**config.mk**
```make
export PLATFORM = sky130hd
export DESIGN_NAME = ppv_pages
export DESIGN_NICKNAME = d
export VERILOG_FILES = /design/src/include/ppv_pkg.sv /design/src/rtl/ppv_pages.sv
export SDC_FILE = /design/constraint.sdc
export NUM_CORES = 1
export LEC_CHECK = 0
export ABC_AREA = 1
export BUFFER_PORTS_ARGS = -buffer_cell sky130_fd_sc_hd__buf_2
export CAP_MARGIN = 15
export CORE_MARGIN = 8
export CORE_UTILIZATION = 46
export DETAILED_ROUTE_END_ITERATION = 12
export PLACE_DENSITY = 0.92
export SYNTH_ARGS = -nofsm -noshare
export SYNTH_HDL_FRONTEND = slang
export SYNTH_SLANG_ARGS = --single-unit
```
**constraint.sdc**
```tcl
create_clock -name clk_i -period 1.65 [get_ports clk_i]
set_input_delay 0.2475 -clock clk_i [delete_from_list [all_inputs] [get_ports clk_i]]
set_output_delay 0.2475 -clock clk_i [all_outputs]
set_load 0.1 [all_outputs]
```
**src/include/ppv_pkg.sv**
```systemverilog
`default_nettype none
package ppv_pkg;
  // Word indices; byte address is four times the index
  localparam logic [5:0] IDX_COMPLIANCE = 6'h00;
  localparam logic [5:0] IDX_ID_RSVD    = 6'h01;
  localparam logic [5:0] IDX_OUI_HI     = 6'h02;
  localparam logic [5:0] IDX_OUI_MID    = 6'h03;
  localparam logic [5:0] IDX_OUI_LO     = 6'h04;
  localparam logic [5:0] IDX_PART_HI    = 6'h05;
  localparam logic [5:0] IDX_PART_MID   = 6'h06;
  localparam logic [5:0] IDX_PART_LO    = 6'h07;
  localparam logic [5:0] IDX_VND_RSVD0  = 6'h00;
  localparam logic [5:0] IDX_SOFT_RESET = 6'h06;
  localparam logic [5:0] IDX_PAGE_SEL   = 6'h08;
  localparam logic [5:0] IDX_PWR_CLASS  = 6'h09;
  localparam logic [5:0] IDX_PWR_DESC   = 6'h0A;
  localparam logic [5:0] IDX_PAGED_LAST = 6'h07;
  // Pages of the window
  localparam logic [2:0] PAGE_ID        = 3'h1;
  localparam logic [2:0] PAGE_VENDOR    = 3'h7;
  localparam logic [2:0] PAGE_SEL_RESET = 3'h0;
  // Fields and fixed values
  localparam logic [7:0] COMPLIANCE_VAL = 8'h02;
  localparam int unsigned SWR_BIT       = 7;
  localparam int unsigned SELF_ID_PWR_LSB = 8;
  // Soft hard reset pulse width
  localparam int unsigned CLK_PERIOD_NS = 4;
  localparam int unsigned SWR_PULSE_NS  = 16;
  localparam int unsigned SWR_PULSE_CYCLES = SWR_PULSE_NS / CLK_PERIOD_NS;
  // Power class watt figures
  localparam logic [5:0] SUPPLY_W_001 = 6'h0F;
  localparam logic [5:0] SUPPLY_W_010 = 6'h1E;
  localparam logic [5:0] SUPPLY_W_011 = 6'h2D;
  localparam logic [3:0] BUS_DRAW_W   = 4'h3;
  localparam logic [3:0] LINK_W_110   = 4'h3;
  localparam logic [3:0] LINK_W_111   = 4'h7;

  typedef enum logic {
    SR_IDLE  = 1'b0,
    SR_PULSE = 1'b1
  } ppv_swr_state_e;

  typedef struct packed {
    logic        cyc;
    logic        stb;
    logic        we;
    logic [7:0]  adr;
    logic [3:0]  sel;
    logic [31:0] dat;
  } ppv_wb_req_s;

  typedef struct packed {
    logic       self_powered;
    logic       bus_powered;
    logic       supplies_bus;
    logic       reserved;
    logic [3:0] draw_w;
    logic [3:0] link_extra_w;
    logic [5:0] supply_w;
  } ppv_pwr_desc_s;

  function automatic ppv_pwr_desc_s ppv_pwr_decode(input logic [2:0] c);
    ppv_pwr_desc_s d;
    d = '0;
    unique case (c)
      3'b000: d = '0;
      3'b001: begin
        d.self_powered = 1'b1;
        d.supplies_bus = 1'b1;
        d.supply_w     = SUPPLY_W_001;
      end
      3'b010: begin
        d.self_powered = 1'b1;
        d.supplies_bus = 1'b1;
        d.supply_w     = SUPPLY_W_010;
      end
      3'b011: begin
        d.self_powered = 1'b1;
        d.supplies_bus = 1'b1;
        d.supply_w     = SUPPLY_W_011;
      end
      3'b100: begin
        d.bus_powered  = 1'b1;
        d.supplies_bus = 1'b1;
        d.draw_w       = BUS_DRAW_W;
      end
      3'b101: d.reserved = 1'b1;
      3'b110: begin
        d.bus_powered  = 1'b1;
        d.draw_w       = BUS_DRAW_W;
        d.link_extra_w = LINK_W_110;
      end
      3'b111: begin
        d.bus_powered  = 1'b1;
        d.draw_w       = BUS_DRAW_W;
        d.link_extra_w = LINK_W_111;
      end
    endcase
    return d;
  endfunction
endpackage
`default_nettype wire

```
**src/rtl/ppv_pages.sv**
```systemverilog
// Overview of operation
// - First identification location reads compliance 02h
// - Organisation identifier, three bytes, MSB first
// - Product code, three bytes, MSB first
// - Vendor page mapped only when selector is 7
// - Writing one to reset bit hard-resets PHY
// - Reset bit always reads as zero
// - Power class goes into self-ID bits 8-10
// - Straps latched on hard reset, writes override
// - Codes 000 to 011: none, self-powered 15/30/45W
// - Code 100 bus-powered 3W may supply; 101 reserved
// - Codes 110/111 need extra 3W/7W for link
`timescale 1ns/1ps
`default_nettype none
module ppv_pages #(
  parameter logic [23:0] MAKER_OUI = 24'h12_34_56, // Arbitrary value
  parameter logic [23:0] PART_CODE = 24'h00_00_01  // Arbitrary value
) (
  input  wire logic                   clk_i,
  input  wire logic                   rst_i,
  input  wire ppv_pkg::ppv_wb_req_s   wb_req_i,
  output var  logic [31:0]            wb_dat_o,
  output var  logic                   wb_ack_o,
  input  wire logic [2:0]             power_class_straps_i,
  input  wire logic [31:0]            self_id_i,
  input  wire logic                   self_id_valid_i,
  output var  logic [31:0]            self_id_o,
  output var  logic                   self_id_valid_o,
  output var  logic                   phy_hard_reset_o,
  output var  logic [2:0]             pwr_class_o,
  output var  ppv_pkg::ppv_pwr_desc_s pwr_desc_o
);
  import ppv_pkg::*;

  logic           ack_reg;
  logic [31:0]    dat_reg;
  logic [2:0]     page_reg;
  logic [2:0]     pwr_class_reg;
  ppv_pwr_desc_s  pwr_desc_reg;
  logic [31:0]    self_id_reg;
  logic           self_id_valid_reg;
  logic           hard_reset_reg;
  ppv_swr_state_e swr_state_reg;
  ppv_swr_state_e swr_state_next;
  logic [7:0]     swr_cnt_reg;
  logic           req;
  logic           rd_take;
  logic           wr_take;
  logic           hard_rst;
  logic           swr_write;
  logic [5:0]     idx;
  logic [31:0]    rd_data;

  assign req      = wb_req_i.cyc & wb_req_i.stb;
  assign idx      = wb_req_i.adr[7:2];
  assign rd_take  = req & ~wb_req_i.we & ~ack_reg;
  // Write lands on the edge where the master sees ack
  assign wr_take  = req & wb_req_i.we & ack_reg & wb_req_i.sel[0];
  assign hard_rst = rst_i | hard_reset_reg;
  assign swr_write = wr_take & (page_reg == PAGE_VENDOR)
                   & (idx == IDX_SOFT_RESET)
                   & wb_req_i.dat[SWR_BIT];

  assign wb_dat_o         = dat_reg;
  assign wb_ack_o         = ack_reg;
  assign phy_hard_reset_o = hard_reset_reg;
  assign pwr_class_o      = pwr_class_reg;
  assign pwr_desc_o       = pwr_desc_reg;
  assign self_id_o        = self_id_reg;
  assign self_id_valid_o  = self_id_valid_reg;

  // Bus acknowledge, one cycle after the request
  always_ff @(posedge clk_i) begin
    if (rst_i) begin
      ack_reg <= 1'b0;
    end else begin
      ack_reg <= req & ~ack_reg;
    end
  end

  // Read multiplexer over the paged window and own registers
  always_comb begin
    rd_data = 32'h0000_0000;
    if (idx <= IDX_PAGED_LAST) begin
      if (page_reg == PAGE_ID) begin
        unique case (idx)
          IDX_COMPLIANCE: rd_data[7:0] = COMPLIANCE_VAL;
          IDX_OUI_HI:     rd_data[7:0] = MAKER_OUI[23:16];
          IDX_OUI_MID:    rd_data[7:0] = MAKER_OUI[15:8];
          IDX_OUI_LO:     rd_data[7:0] = MAKER_OUI[7:0];
          IDX_PART_HI:    rd_data[7:0] = PART_CODE[23:16];
          IDX_PART_MID:   rd_data[7:0] = PART_CODE[15:8];
          IDX_PART_LO:    rd_data[7:0] = PART_CODE[7:0];
          default:        rd_data = 32'h0000_0000;
        endcase
      end else begin
        // Any page but the ID page reads zero, vendor reset bit and test bytes included
        rd_data = 32'h0000_0000;
      end
    end else if (idx == IDX_PAGE_SEL) begin
      rd_data[2:0] = page_reg;
    end else if (idx == IDX_PWR_CLASS) begin
      rd_data[2:0] = pwr_class_reg;
    end else if (idx == IDX_PWR_DESC) begin
      rd_data[17:0] = pwr_desc_reg;
    end
  end

  always_ff @(posedge clk_i) begin
    if (rst_i) begin
      dat_reg <= 32'h0000_0000;
    end else if (rd_take) begin
      dat_reg <= rd_data;
    end else begin
      dat_reg <= 32'h0000_0000;
    end
  end

  // Page selector
  always_ff @(posedge clk_i) begin
    if (hard_rst) begin
      page_reg <= PAGE_SEL_RESET;
    end else if (wr_take && idx == IDX_PAGE_SEL) begin
      page_reg <= wb_req_i.dat[2:0];
    end
  end

  // Power class: straps on hard reset, software after
  always_ff @(posedge clk_i) begin
    if (hard_rst) begin
      pwr_class_reg <= power_class_straps_i;
    end else if (wr_take && idx == IDX_PWR_CLASS) begin
      pwr_class_reg <= wb_req_i.dat[2:0];
    end
  end

  always_ff @(posedge clk_i) begin
    if (rst_i) begin
      pwr_desc_reg <= ppv_pwr_decode(power_class_straps_i);
    end else begin
      pwr_desc_reg <= ppv_pwr_decode(pwr_class_reg);
    end
  end

  // Self-ID power field insertion
  always_ff @(posedge clk_i) begin
    if (hard_rst) begin
      self_id_valid_reg <= 1'b0;
      self_id_reg       <= 32'h0000_0000;
    end else begin
      self_id_valid_reg <= self_id_valid_i;
      self_id_reg       <= self_id_i;
      if (self_id_valid_i) begin
        self_id_reg[SELF_ID_PWR_LSB +: 3] <= pwr_class_reg;
      end
    end
  end

  // Soft hard reset sequencer
  always_comb begin
    swr_state_next = swr_state_reg;
    unique case (swr_state_reg)
      SR_IDLE:  if (swr_write) swr_state_next = SR_PULSE;
      SR_PULSE: if (swr_cnt_reg == 8'h00) swr_state_next = SR_IDLE;
    endcase
  end

  always_ff @(posedge clk_i) begin
    if (rst_i) begin
      swr_state_reg <= SR_IDLE;
      swr_cnt_reg   <= 8'h00;
    end else begin
      swr_state_reg <= swr_state_next;
      if (swr_state_reg == SR_IDLE) begin
        swr_cnt_reg <= 8'(SWR_PULSE_CYCLES - 1);
      end else if (swr_cnt_reg != 8'h00) begin
        swr_cnt_reg <= swr_cnt_reg - 8'h01;
      end
    end
  end

  // Hard reset output: external reset or soft pulse
  always_ff @(posedge clk_i) begin
    if (rst_i) begin
      hard_reset_reg <= 1'b1;
    end else begin
      hard_reset_reg <= (swr_state_next == SR_PULSE);
    end
  end

  a_compliance_read: assert property (
    @(posedge clk_i) disable iff (rst_i)
    (rd_take && idx == IDX_COMPLIANCE && page_reg == PAGE_ID)
      |=> (wb_dat_o == {24'h00_0000, COMPLIANCE_VAL}) && wb_ack_o)
    else $error("compliance level read wrong");

  a_oui_bytes_read: assert property (
    @(posedge clk_i) disable iff (rst_i)
    (rd_take && idx == IDX_OUI_HI && page_reg == PAGE_ID)
      |=> wb_dat_o[7:0] == MAKER_OUI[23:16])
    else $error("organisation identifier high byte wrong");

  a_part_code_read: assert property (
    @(posedge clk_i) disable iff (rst_i)
    (rd_take && idx == IDX_PART_LO && page_reg == PAGE_ID)
      |=> wb_dat_o[7:0] == PART_CODE[7:0])
    else $error("product code low byte wrong");

  a_page_gate_off: assert property (
    @(posedge clk_i) disable iff (rst_i)
    (wr_take && idx == IDX_SOFT_RESET && page_reg != PAGE_VENDOR
      && swr_state_reg == SR_IDLE)
      |=> !phy_hard_reset_o)
    else $error("vendor page reached without selector 7");

  a_swr_pulse_len: assert property (
    @(posedge clk_i) disable iff (rst_i)
    (swr_write && swr_state_reg == SR_IDLE)
      |=> phy_hard_reset_o [*4] ##1 !phy_hard_reset_o)
    else $error("soft hard reset pulse width wrong");

  a_swr_reads_zero: assert property (
    @(posedge clk_i) disable iff (rst_i)
    (rd_take && idx == IDX_SOFT_RESET && page_reg == PAGE_VENDOR)
      |=> wb_dat_o == 32'h0000_0000)
    else $error("reset bit read back nonzero");

  a_selfid_power: assert property (
    @(posedge clk_i) disable iff (hard_rst)
    self_id_valid_i |=> self_id_valid_o
      && self_id_o[10:8] == $past(pwr_class_reg)
      && self_id_o[31:11] == $past(self_id_i[31:11])
      && self_id_o[7:0] == $past(self_id_i[7:0]))
    else $error("self-ID power field wrong");

  a_strap_latch: assert property (
    @(posedge clk_i) disable iff (rst_i)
    $fell(phy_hard_reset_o) |-> pwr_class_reg == $past(power_class_straps_i))
    else $error("straps not latched at hard reset");

  a_pwr_write: assert property (
    @(posedge clk_i) disable iff (hard_rst)
    (wr_take && idx == IDX_PWR_CLASS) |=> ##1
      pwr_class_o == $past(wb_req_i.dat[2:0], 2)
      && pwr_desc_o == ppv_pwr_decode($past(wb_req_i.dat[2:0], 2)))
    else $error("power class write not taken");

  a_class_self: assert property (
    @(posedge clk_i) disable iff (rst_i)
    $past(pwr_class_reg) == 3'b011 |-> pwr_desc_o.self_powered
      && pwr_desc_o.supply_w == 6'h2D && !pwr_desc_o.bus_powered)
    else $error("class 011 decode wrong");

  a_class_bus_gen: assert property (
    @(posedge clk_i) disable iff (rst_i)
    $past(pwr_class_reg) == 3'b100 |-> pwr_desc_o.bus_powered
      && pwr_desc_o.supplies_bus && pwr_desc_o.draw_w == 4'h3
      && pwr_desc_o.link_extra_w == 4'h0)
    else $error("class 100 decode wrong");

  a_class_bus_link: assert property (
    @(posedge clk_i) disable iff (rst_i)
    $past(pwr_class_reg) == 3'b111 |-> pwr_desc_o.bus_powered
      && pwr_desc_o.draw_w == 4'h3 && pwr_desc_o.link_extra_w == 4'h7)
    else $error("class 111 decode wrong");

  a_test_reads_zero: assert property (
    @(posedge clk_i) disable iff (rst_i)
    (rd_take && idx <= IDX_PAGED_LAST && idx != IDX_VND_RSVD0
      && page_reg == PAGE_VENDOR) |=> wb_dat_o == 32'h0000_0000)
    else $error("test location read nonzero");

  a_ack_single: assert property (
    @(posedge clk_i) disable iff (rst_i)
    wb_ack_o |=> !wb_ack_o)
    else $error("ack held for two cycles");

  a_oui_mid_read: assert property (
    @(posedge clk_i) disable iff (rst_i)
    (rd_take && idx == IDX_OUI_MID && page_reg == PAGE_ID)
      |=> wb_dat_o == {24'h00_0000, MAKER_OUI[15:8]})
    else $error("organisation identifier middle byte wrong");

  a_oui_lo_read: assert property (
    @(posedge clk_i) disable iff (rst_i)
    (rd_take && idx == IDX_OUI_LO && page_reg == PAGE_ID)
      |=> wb_dat_o == {24'h00_0000, MAKER_OUI[7:0]})
    else $error("organisation identifier low byte wrong");

  a_part_hi_read: assert property (
    @(posedge clk_i) disable iff (rst_i)
    (rd_take && idx == IDX_PART_HI && page_reg == PAGE_ID)
      |=> wb_dat_o == {24'h00_0000, PART_CODE[23:16]})
    else $error("product code high byte wrong");

  a_part_mid_read: assert property (
    @(posedge clk_i) disable iff (rst_i)
    (rd_take && idx == IDX_PART_MID && page_reg == PAGE_ID)
      |=> wb_dat_o == {24'h00_0000, PART_CODE[15:8]})
    else $error("product code middle byte wrong");

  a_id_rsvd_zero: assert property (
    @(posedge clk_i) disable iff (rst_i)
    (rd_take && idx == IDX_ID_RSVD && page_reg == PAGE_ID)
      |=> wb_dat_o == 32'h0000_0000)
    else $error("reserved identification byte read nonzero");

  a_other_page_zero: assert property (
    @(posedge clk_i) disable iff (rst_i)
    (rd_take && idx <= IDX_PAGED_LAST && page_reg != PAGE_ID
      && page_reg != PAGE_VENDOR) |=> wb_dat_o == 32'h0000_0000)
    else $error("unmapped page read nonzero");

  a_ack_timing: assert property (
    @(posedge clk_i) disable iff (rst_i)
    (wb_req_i.cyc && wb_req_i.stb && !wb_ack_o) |=> wb_ack_o)
    else $error("ack not given one cycle after request");

  a_dat_idle_zero: assert property (
    @(posedge clk_i) disable iff (rst_i)
    !wb_ack_o |-> wb_dat_o == 32'h0000_0000)
    else $error("read data nonzero outside ack");

  a_page_write: assert property (
    @(posedge clk_i) disable iff (rst_i)
    (wr_take && idx == IDX_PAGE_SEL && !phy_hard_reset_o)
      |=> page_reg == $past(wb_req_i.dat[2:0]))
    else $error("page selector write not taken");

  a_page_hard_reset: assert property (
    @(posedge clk_i) disable iff (rst_i)
    phy_hard_reset_o |=> page_reg == PAGE_SEL_RESET)
    else $error("page selector kept through hard reset");

  a_strap_hold: assert property (
    @(posedge clk_i) disable iff (rst_i)
    phy_hard_reset_o |=> pwr_class_o == $past(power_class_straps_i))
    else $error("straps not loaded during hard reset");

  a_selfid_held: assert property (
    @(posedge clk_i) disable iff (rst_i)
    phy_hard_reset_o |=> !self_id_valid_o
      && self_id_o == 32'h0000_0000)
    else $error("self-ID output active during hard reset");

  a_selfid_pass: assert property (
    @(posedge clk_i) disable iff (rst_i)
    (!self_id_valid_i && !phy_hard_reset_o)
      |=> !self_id_valid_o && self_id_o == $past(self_id_i))
    else $error("idle self-ID word altered");

  a_class_none: assert property (
    @(posedge clk_i) disable iff (rst_i)
    $past(pwr_class_reg) == 3'h0 |-> pwr_desc_o == '0)
    else $error("class 000 decode wrong");

  a_class_low_supply: assert property (
    @(posedge clk_i) disable iff (rst_i)
    $past(pwr_class_reg) == 3'h1 |-> pwr_desc_o.self_powered
      && pwr_desc_o.supplies_bus && pwr_desc_o.supply_w == 6'h0F)
    else $error("class 001 decode wrong");

  a_class_mid_supply: assert property (
    @(posedge clk_i) disable iff (rst_i)
    $past(pwr_class_reg) == 3'h2 |-> pwr_desc_o.self_powered
      && pwr_desc_o.supply_w == 6'h1E && !pwr_desc_o.bus_powered)
    else $error("class 010 decode wrong");

  a_class_reserved: assert property (
    @(posedge clk_i) disable iff (rst_i)
    $past(pwr_class_reg) == 3'h5 |-> pwr_desc_o.reserved
      && !pwr_desc_o.self_powered && !pwr_desc_o.bus_powered)
    else $error("class 101 decode wrong");

  a_class_bus_small: assert property (
    @(posedge clk_i) disable iff (rst_i)
    $past(pwr_class_reg) == 3'h6 |-> pwr_desc_o.bus_powered
      && !pwr_desc_o.supplies_bus && pwr_desc_o.draw_w == 4'h3
      && pwr_desc_o.link_extra_w == 4'h3)
    else $error("class 110 decode wrong");
endmodule
`default_nettype wire

```
======== After elaboration in Yosys (flattened, before gate mapping) ========
Index checks and enable logic that the tools add are counted.
word-level totals
  register bits after elaboration ......... 100
operators by class
  eq/ne operators ......................... 25
  multiplexer cells ....................... 31
  $lt $le $gt $ge ......................... 1
  add/sub/neg operators ................... 1
  reduce and logical (&&, ||, !) cells .... 15
  bitwise logic cells ..................... 16
operator list
  operator               number
  $mux W18               3
  $pmux W6 S3            2
  $pmux W7 S5            1
  $mux W15               2
  $eq A3 B3 Y1 const B   9
  $eq A6 B3 Y1 const B   3
  $eq A6 B4 Y1 const B   3
  $mux W3                5
  $reduce_or A3 Y1       5
  $eq A3 B2 Y1 const B   4
  $eq A6 B2 Y1 const B   2
  $pmux W3 S2            2
  $and A1 B1 Y1          10
  $mux W1                10
  $eq A3 B1 Y1 const B   3
  $logic_not A8 Y1       1
  $mux W2                4
  $mux W8                1
  $reduce_bool A8 Y1     1
  $reduce_or A4 Y1       2
  $sub A8 B1 Y8 const B  1
  $le A6 B3 Y1 const B   1
  $logic_not A6 Y1       1
  $not A1 Y1             5
  other kinds (6)        8

======== Logic depth before layout (Yosys ltp) ========
Gate-level depths: netlist of the first run.
  depth in word-level cells ............... 9
  gate-level depth with buffers ........... 9

======== Least setup slack after synthesis of the first run ========
OpenSTA, ideal clock, no wires.
  path type ............................... register to register
  start point ............................. reg ack_reg (netlist: wb_ack_o)
  end point ............................... reg pwr_class_reg[0] (netlist: pwr_class_o[0]), enable pin
  library setup time ...................... 302 ps
  path slack .............................. -181 ps
  arrival ................................. 1,529 ps
  path buffers ............................ 0
  stages on the path, launching flop included .. 5
  path through ............................ dfxtp_1 -> nand3_1 -> nor2_1 -> nand3_1 -> nand2_1
between the ends
  longest elaborated chain between the ends .. 4
RTL lines
  element                              line              source
  start: declaration                   ppv_pages.sv:35   logic ack_reg;
  start signal: assignment             ppv_pages.sv:77   ack_reg <= req & ~ack_reg;
  $and A1 B1 Y1 (2 in a row)           ppv_pages.sv:58   assign wr_take = req & wb_req_i.we & ack_reg & wb_req_i.sel[0];
  $logic_and A1 B1 Y1                  ppv_pages.sv:132  end else if (wr_take && idx == IDX_PWR_CLASS) begin
  $reduce_bool A2 Y1 (no source line)  n/a
  end signal: assignment               ppv_pages.sv:131  pwr_class_reg <= power_class_straps_i;
  end signal: assignment               ppv_pages.sv:133  pwr_class_reg <= wb_req_i.dat[2:0];
  end: declaration                     ppv_pages.sv:38   logic [2:0] pwr_class_reg;
Every way passes these cells.
A chain may end at the register's enable or synchronous reset.

======== Final worst setup path of the first run ========
  start point ............................. reg pwr_class_reg[1] (netlist: pwr_class_o[1])
  end point ............................... out pwr_class_o[1]
RTL lines
  element           line             source
  end: declaration  ppv_pages.sv:30  output var logic [2:0] pwr_class_o,
No word-level cell between the ends.

==> results.json, run 1 <==
{
  "outcome": "finished clean",
  "start_util_pct": 46.6,
  "crit_chain": "buf_2",
  "clockBufferDepth": 2,
  "setup.worst_path.start_class": "flop",
  "synthCells": 366,
  "maxCapViolCount": 0,
  "r2r-end": "pwr_class_o[1]",
  "firstDrtPassIters": 4,
  "rows": 29,
  "gp_congestion": 0.884,
  "drive_gt1_share_pct": 31.8,
  "dpl.hpwl_mm": 5.94,
  "dr.first_iter.drc_count": 75,
  "ctsRootBufferMaster": "clkbuf_8",
  "htree_levels": 3,
  "die-area_sq_um": 9120,
  "cts_inserted_buffers": 9,
  "critPathKind": "reg -> out",
  "grt_pass1_wl_mm": 11.4,
  "ir_drop_mv": 0.738,
  "clock_sink_count": 72,
  "skew_ps": 11.2,
  "crit_fanout": 8,
  "synth_area_per_cell_sq_um": 7.94,
  "fillCellCount": 597,
  "antenna_found_initial": 1,
  "grt_pass1_vias": 2595,
  "cp-end-kind": "primary output",
  "synth.top_cell.area_share_pct": 47.5,
  "finalCriticalPeriod_ps": 1590,
  "ys_seq_area_share_pct": 50.6,
  "finalCritPeriodShare_pct": 96.4,
  "p_per_area_nw_per_um2": 1220,
  "core_sq_um": 6240,
  "cp.depth": 1,
  "synth_top_area_cell": "dfxtp_1",
  "crit_slowest_cell": "edfxtp_1",
  "track_usage_pct": 16.0,
  "ys_warn_count": 0,
  "wl_mm": 7.30,
  "die_w_microns": 95.5,
  "fin_util_pct": 58.6,
  "worstSkewPairLatency_ps": 330,
  "pin_count": 173,
  "nets": 570,
  "min_delay_path_depth": 3,
  "clkTransAtPathRegs_ps": 80,
  "vias": 2533,
  "cpLargestDelayFamily": "flip-flops",
  "hold_class": "in -> reg",
  "synthTopCellsByArea": "dfxtp_1 48%, nor2_1 9.7%, inv_1 7.7%, buf_4 7.2%, nand2_1 5.0%",
  "via_per_inst": 4.48,
  "grt_overflow": 0,
  "max_freq_mhz": 629,
  "antenna_cells": 0,
  "worstHoldEndpoint": "self_id_o[3]",
  "io_buffer_count": 119,
  "wire_per_inst_microns": 12.9,
  "syn-cell-area_sq_um": 2910,
  "largest_register_ff_count": 32,
  "worstPathArrival_ps": 1340,
  "setup_tns_ps": 0,
  "ctsResizeCount": 0,
  "required_ps": 1400,
  "slew_viol_final": 0,
  "path_buf_inv": 1,
  "grt_start_max_net_pins": 32,
  "cts_setup_buffers": 0,
  "rsz0062_at_grt": "false",
  "p_leak_nw": 2.00,
  "synth.ff_latch_count": 72,
  "cts_hold_buf": 0,
  "worstHoldStart": "self_id_i[3]",
  "rr_worst_depth": 4,
  "drc": 0,
  "hold_violations": 0,
  "die-height_microns": 95.5,
  "r2r_start": "wb_ack_o",
  "r2r_setup_slack_ps": 380,
  "cpPeakStageDelay_ps": 530,
  "ant_nets": 0,
  "setup_violations": 0,
  "cts_tree": "built",
  "area_growth_pct": 25.7,
  "synth_cell_types": 33
}
[worst max-delay path by stage]
stage,from,end,slack (ps)
2_1_floorplan,pwr_desc_o[3],pwr_desc_o[17],10
3_3_place_gp,wb_req_i[40],pwr_class_o[2],350
3_5_place_dp,wb_req_i[40],pwr_class_o[0],300
4_1_cts,pwr_class_o[1],pwr_class_o[1],50
5_1_grt,pwr_class_o[1],pwr_class_o[1],10
6_report,pwr_class_o[1],pwr_class_o[1],60
[cell families after synthesis]
family	Yosys count	share of synthesized area (%)
AOI/OAI and AO/OA	24	4.39
xor gates and xnor gates	5	1.51
adders and majority gates	2	0.860
buffers and inverters	98	17.0
DFF	72	50.6
other	1	0.129
and+or+nand+nor	164	25.5
[metal layers]
layer  part of all wire [%]  GRT usage [%]  vias to the layer above
li1                       -              -                     1307
met1                     37           15.9                     1122
met2                     53           29.5                       96
met3                    9.1           6.14                        6
met4                   0.62           5.76                        2
met5                   0.11              0                        -
[final cells by class]
class	instances	area, sq um	share of cell area [%]
Multi-Input combinational cell	215	1010	27.7
Clock inverter	6	81.3	2.23
Tap cell	77	96.3	2.64
Clock buffer	10	138	3.77
Timing Repair Buffer	121	611	16.7
Inverter	64	241	6.61
Sequential cell	72	1470	40.3
[Yosys cell counts]
master and instances:
buf_6 2, nor3_4 1, nor3_1 4, a21oi_1 7
nand2_1 39, o21ai_1 2, nor2_2 3, o31ai_1 1
nor2_1 75, buf_2 4, or2_2 1, edfxtp_1 3
o22ai_1 1, conb_1 1, xor2_1 3, o21ai_0 12
nand3_2 3, xnor2_1 2, nor4_1 2, nand4_1 5
nand3_1 25, buf_4 28, inv_1 60, ha_1 2
inv_2 3, clkinv_2 1, dfxtp_1 69, or2_0 1
nand2_2 1, o32ai_1 1, nor2_4 2, nand3b_1 1
nand2_4 1
[placed cells by master (no fill, tap or decap), types with 3 or more instances in the layout]
master	netlist	layout
a21oi_1	7	7
buf_2	4	119
clkbuf_8	0	10
clkinv_2	1	4
conb_1	1	20
dfxtp_1	69	67
edfxtp_1	3	3
inv_1	60	60
inv_2	3	3
nand2_1	39	39
nand3_1	25	25
nand3_2	3	3
nand4_1	5	5
nor2_1	75	75
nor2_2	3	3
nor3_1	4	4
o21ai_0	12	12
xor2_1	3	3
[power breakdown]
part / switching (mW) / internal (mW)
clock network: 0.611 / 0.886
logic: 0.943 / 0.147
registers: 0.0397 / 1.82
total: 1.59 / 2.85
[stage by stage]
stage	std cells	setup slack (ps)	hold WS [ps]	instance area, sq um	power, mW
5_1_grt	565	14.0	110	3650	4.63
3_5_place_dp	549	304	437	3440	2.99
3_3_place_gp	549	351	420	3440	2.97
4_1_cts	565	48.6	104	3650	4.49
6_report	565	59.3	121	3650	4.45
2_1_floorplan	385	10.7	341	2980	2.85
Power figures use the tool's default switching activity.
==> run 2: changes to the inputs <==
--- a/config.mk
+++ b/config.mk
@@ -9,9 +9,9 @@
 export BUFFER_PORTS_ARGS = -buffer_cell sky130_fd_sc_hd__buf_2
 export CAP_MARGIN = 15
 export CORE_MARGIN = 8
-export CORE_UTILIZATION = 46
+export CORE_UTILIZATION = 40
 export DETAILED_ROUTE_END_ITERATION = 12
-export PLACE_DENSITY = 0.92
+export PLACE_DENSITY = 0.83
 export SYNTH_ARGS = -nofsm -noshare
 export SYNTH_HDL_FRONTEND = slang
 export SYNTH_SLANG_ARGS = --single-unit
==> run 2 against run 1 <==
Effect of this change: total power fell by 2.9%; sequential power barely moved; maximum frequency rose by 0.51%; combinational power barely moved; non-clock buffer count rose by 1; critical path depth did not move; clock-buffer cell count did not move; sequential share of layout area fell by 0.15 points.
==> results.json, run 2 (same netlist as run 1, synthesis figures left out) <==
{
  "setup.worst_path.start_class": "flop",
  "top_layer_used": "met4",
  "cp-end-kind": "primary output",
  "antenna_cells": 0,
  "hold_class": "in -> reg",
  "grt_pass1_vias": 2623,
  "rows": 31,
  "outcome": "finished clean",
  "vias": 2581,
  "firstDrtPassIters": 5,
  "area_growth_pct": 26.2,
  "p_leak_nw": 1.98,
  "netSwitchingPower_mw": 1.65,
  "wire_per_inst_microns": 12.5,
  "worstSkewPairLatency_ps": 340,
  "cts_inserted_buffers": 9,
  "dp.cells": 572,
  "wl_mm": 7.36,
  "cpPeakStageDelay_ps": 510,
  "finalCriticalPeriod_ps": 1580,
  "cts_setup_buffers": 0,
  "track_usage_pct": 14.3,
  "io_buffer_count": 119,
  "p_int_mw": 2.67,
  "seqPwrFrac_pct": 43.0,
  "maxCapViolCount": 0,
  "clockBufferDepth": 2,
  "hold_violations": 0,
  "slew_viol_final": 0,
  "setup_tns_ps": 0,
  "critPathKind": "reg -> out",
  "grt_pass1_wl_mm": 11.5,
  "crit_fanout": 8,
  "worstPathArrival_ps": 1340,
  "wl_met2_mm": 3.73,
  "m1WireLength_mm": 2.76,
  "finalCritPeriodShare_pct": 95.9,
  "die_w_microns": 101,
  "regArea_sq_um": 1470,
  "fillCellCount": 727,
  "skew_ps": 8.78,
  "crit_chain": "buf_2",
  "path_buf_inv": 1,
  "required_ps": 1400,
  "via_per_inst": 4.39,
  "cts_hold_buf": 0,
  "cpLargestDelayFamily": "flip-flops",
  "nets": 571,
  "core_sq_um": 7140,
  "p_sw_share_pct": 38.1,
  "multi_input_area_sq_um": 1010,
  "max_freq_mhz": 632,
  "cts_tree": "built",
  "layout.cells.non_filler": 588,
  "p_comb_share_pct": 25.4,
  "largest_register_ff_count": 32,
  "drc": 0,
  "gp_congestion": 0.881,
  "layout_commonest_cell": "buf_2",
  "setup_violations": 0,
  "crit_slowest_cell": "edfxtp_1",
  "p_per_area_nw_per_um2": 1180,
  "rsz0062_at_grt": "false",
  "start_util_pct": 40.7,
  "drive_gt1_share_pct": 31.7,
  "grt_start_max_net_pins": 21,
  "dr.first_iter.drc_count": 91,
  "die-area_sq_um": 10300,
  "ir_drop_mv": 0.586,
  "wl_met3_microns": 713,
  "dpl.hpwl_mm": 5.97,
  "pin_count": 173,
  "clock_sink_count": 72,
  "htree_levels": 3,
  "grt_overflow": 0,
  "mostFrequentLayoutCells": "118 x buf_2, 75 x nor2_1, 67 x dfxtp_1",
  "clkTransAtPathRegs_ps": 80,
  "clockPowerShare_pct": 31.7,
  "die-height_microns": 101,
  "ctsRootBufferMaster": "clkbuf_8",
  "ant_nets": 0,
  "antenna_found_initial": 0
}
[run 2: repair_timing]
item | CTS | global route
endpoints found under the hold margin | 0 | 0
gates resized for setup | 0 | 1
endpoints found under the setup margin | 0 | 1
[run 2: metrics by stage]
stage          area, sq um  hold slack (ps)  setup WS, ps  utilization [%]  power, mW
2_1_floorplan         2980              341          10.7                -       2.85
3_3_place_gp          3470              422           341             48.6       2.98
5_1_grt               3670             89.0          33.4             51.4       4.49
4_1_cts               3670             94.3          19.7             51.4       4.34
3_5_place_dp          3470              417           312             48.6       2.99
6_report              3670              106          67.4             51.4       4.32
[run 2: final timing paths]
check | from | endpoint | slack, ps | depth (start not counted)
setup / recovery | pwr_class_o[0] | pwr_class_o[0] | 70 | 1
setup reg to reg | wb_ack_o | pwr_class_o[0] | 390 | 4
hold reg to reg | pwr_desc_o[15] | wb_dat_o[15] | 430 | 2
hold / removal | self_id_i[11] | self_id_o[11] | 110 | 3
[run 2: power by group through the flow]
stage | Combinational (mW) | Sequential (mW) | Clock (mW)
global route | 1.14 | 1.86 | 1.48
detailed placement | 1.09 | 1.90 | 0
finish | 1.09 | 1.86 | 1.37
global placement | 1.08 | 1.90 | 0
CTS | 1.09 | 1.86 | 1.39
floorplan | 0.497 | 2.36 | 0
[run 2: cell type report]
cell class              instances  area share (%)
flip-flops and latches         72            40.2
multi-input cells             215            27.6
repair buffers                122            16.9
inverters                      64            6.58
clock buffers                  10            3.48
well taps                      99            3.38
clock inverters                 6            1.84
[run 2: layer usage]
| layer | vias to the layer above | GRT usage, % |
|---|---|---|
| met1 | 1137 | 13.8 |
| met2 | 116 | 25.3 |
| li1 | 1310 | - |
| met3 | 18 | 6.67 |
| met5 | - | 0 |
| met4 | 0 | 6.41 |
==> run 3: changes to the inputs <==
--- a/config.mk
+++ b/config.mk
@@ -12,6 +12,7 @@
 export CORE_UTILIZATION = 40
 export DETAILED_ROUTE_END_ITERATION = 12
 export PLACE_DENSITY = 0.83
+export RECOVER_POWER = 100
 export SYNTH_ARGS = -nofsm -noshare
 export SYNTH_HDL_FRONTEND = slang
 export SYNTH_SLANG_ARGS = --single-unit
==> run 3 against run 2 <==
Effect of this change: register-to-register slack worse by 80 ps; utilization down 0.42 points; die area unchanged; non-clock buffer count unchanged; total power down 0.16%; combinational power about the same; sequential share of layout area up 0.26 points; critical path type unchanged; critical endpoint unchanged; largest cell class unchanged.
==> results.json, run 3 (same netlist as run 1, synthesis figures left out) <==
{
  "cts_inserted_buffers": 9,
  "outcome": "finished clean",
  "setup.worst_path.start_class": "flop",
  "grt_pass1_vias": 2623,
  "min_delay_path_depth": 3,
  "rr_worst_depth": 5,
  "path_buf_inv": 1,
  "setup_tns_ps": 0,
  "setup_violations": 0,
  "grt_start_max_net_pins": 21,
  "ctsResizeCount": 0,
  "regArea_sq_um": 1470,
  "die-area_sq_um": 10300,
  "dr.first_iter.drc_count": 105,
  "rows": 31,
  "crit_fanout": 8,
  "crit_slowest_cell": "edfxtp_1",
  "fin_util_pct": 51.0,
  "critPathKind": "reg -> out",
  "p_leak_nw": 1.93,
  "cts_setup_buffers": 0,
  "via_per_inst": 4.39,
  "clockBufferDepth": 2,
  "worstSkewPairLatency_ps": 340,
  "hold_class": "in -> reg",
  "max_freq_mhz": 629,
  "cpLargestDelayFamily": "flip-flops",
  "r2r_setup_slack_ps": 310,
  "worstMarginPinSlew_ps": 562,
  "finalCritPeriodShare_pct": 96.4,
  "worstHoldStart": "self_id_i[12]",
  "antenna_found_initial": 0,
  "cts_hold_buf": 0,
  "dpl.hpwl_mm": 5.97,
  "io_buffer_count": 119,
  "worstHoldEndpoint": "self_id_o[12]",
  "clkTransAtPathRegs_ps": 80,
  "die-height_microns": 101,
  "nets": 571,
  "layout_commonest_cell": "nor2_1",
  "grt_pass1_wl_mm": 11.5,
  "vias": 2583,
  "hold_violations": 0,
  "gp_congestion": 0.881,
  "die_w_microns": 101,
  "start_util_pct": 40.7,
  "worstPathArrival_ps": 1340,
  "firstDrtPassIters": 4,
  "grt_overflow": 0,
  "antenna_cells": 0,
  "maxCapViolCount": 0,
  "wire_per_inst_microns": 12.5,
  "required_ps": 1400,
  "skew_ps": 7.89,
  "cts_tree": "built",
  "drive_gt1_share_pct": 30.5,
  "cpPeakStageDelay_ps": 510,
  "area_growth_pct": 25.1,
  "core_sq_um": 7140,
  "ir_drop_mv": 0.586,
  "mostFrequentLayoutCells": "75 x nor2_1, 69 x dfxtp_1, 67 x clkbuf_2",
  "max_slew_margin_pct": 62.7,
  "crit_chain": "buf_2",
  "track_usage_pct": 14.3,
  "r2r_start": "phy_hard_reset_o",
  "finalCriticalPeriod_ps": 1590,
  "p_per_area_nw_per_um2": 1180,
  "wl_mm": 7.37,
  "drc": 0,
  "htree_levels": 3,
  "clock_sink_count": 72,
  "largest_register_ff_count": 32,
  "pin_count": 173,
  "ctsRootBufferMaster": "clkbuf_8",
  "ant_nets": 0,
  "r2r-end": "self_id_o[14]",
  "slew_viol_final": 0,
  "rsz0062_at_grt": "false",
  "cp-end-kind": "primary output",
  "fillCellCount": 734,
  "multi_input_area_sq_um": 995
}
[run 3: power by group]
group / switching (mW) / internal [mW]
registers: 0.0407 / 1.82
logic: 0.942 / 0.144
clock network: 0.662 / 0.703
total: 1.65 / 2.66
[run 3: how the worst max path moves through the flow]
stage / from / end / slack (ps) / cells past startpoint
after global placement: wb_req_i[40] / pwr_class_o[0] / 340 / 6
after detailed placement: wb_req_i[40] / pwr_class_o[1] / 310 / 6
after global routing: phy_hard_reset_o / self_id_o[25] / 20 / 5
after CTS: pwr_class_o[1] / pwr_class_o[1] / 20 / 1
final: pwr_class_o[0] / pwr_class_o[0] / 60 / 1
after floorplan: pwr_desc_o[3] / pwr_desc_o[17] / 10 / 1
[run 3: final cells by class]
| cell class | count | share of cell area [%] |
|---|---|---|
| clock buffers | 10 | 3.51 |
| clock inverters | 6 | 1.86 |
| inverters | 64 | 6.64 |
| multi-input cells | 215 | 27.3 |
| flip-flops and latches | 72 | 40.4 |
| well taps | 99 | 3.40 |
| repair buffers | 122 | 16.8 |
[run 3: layer usage]
metal | GRT usage [%] | share of wire, % | wire length [microns]
met3 | 6.67 | 9.8 | 719
met4 | 6.41 | 2.2 | 163
met1 | 13.8 | 38 | 2770
met5 | 0 | 0 | 0
met2 | 25.3 | 50 | 3710
[run 3: worst min-delay path, stage by stage]
cell	delay (ps)
buf_2	90
inv_1	40
nor2_1	30
[run 3: stage by stage]
stage / hold WS, ps / worst slack, ps / cells / total power [mW] / area, sq um
2_1_floorplan: 341 / 10.7 / 385 / 2.85 / 2980
3_3_place_gp: 422 / 341 / 572 / 2.98 / 3470
3_5_place_dp: 417 / 312 / 572 / 2.99 / 3470
4_1_cts: 94.3 / 19.7 / 588 / 4.34 / 3670
5_1_grt: 89.0 / 23.7 / 588 / 4.49 / 3640
6_report: 107 / 59.0 / 588 / 4.31 / 3640
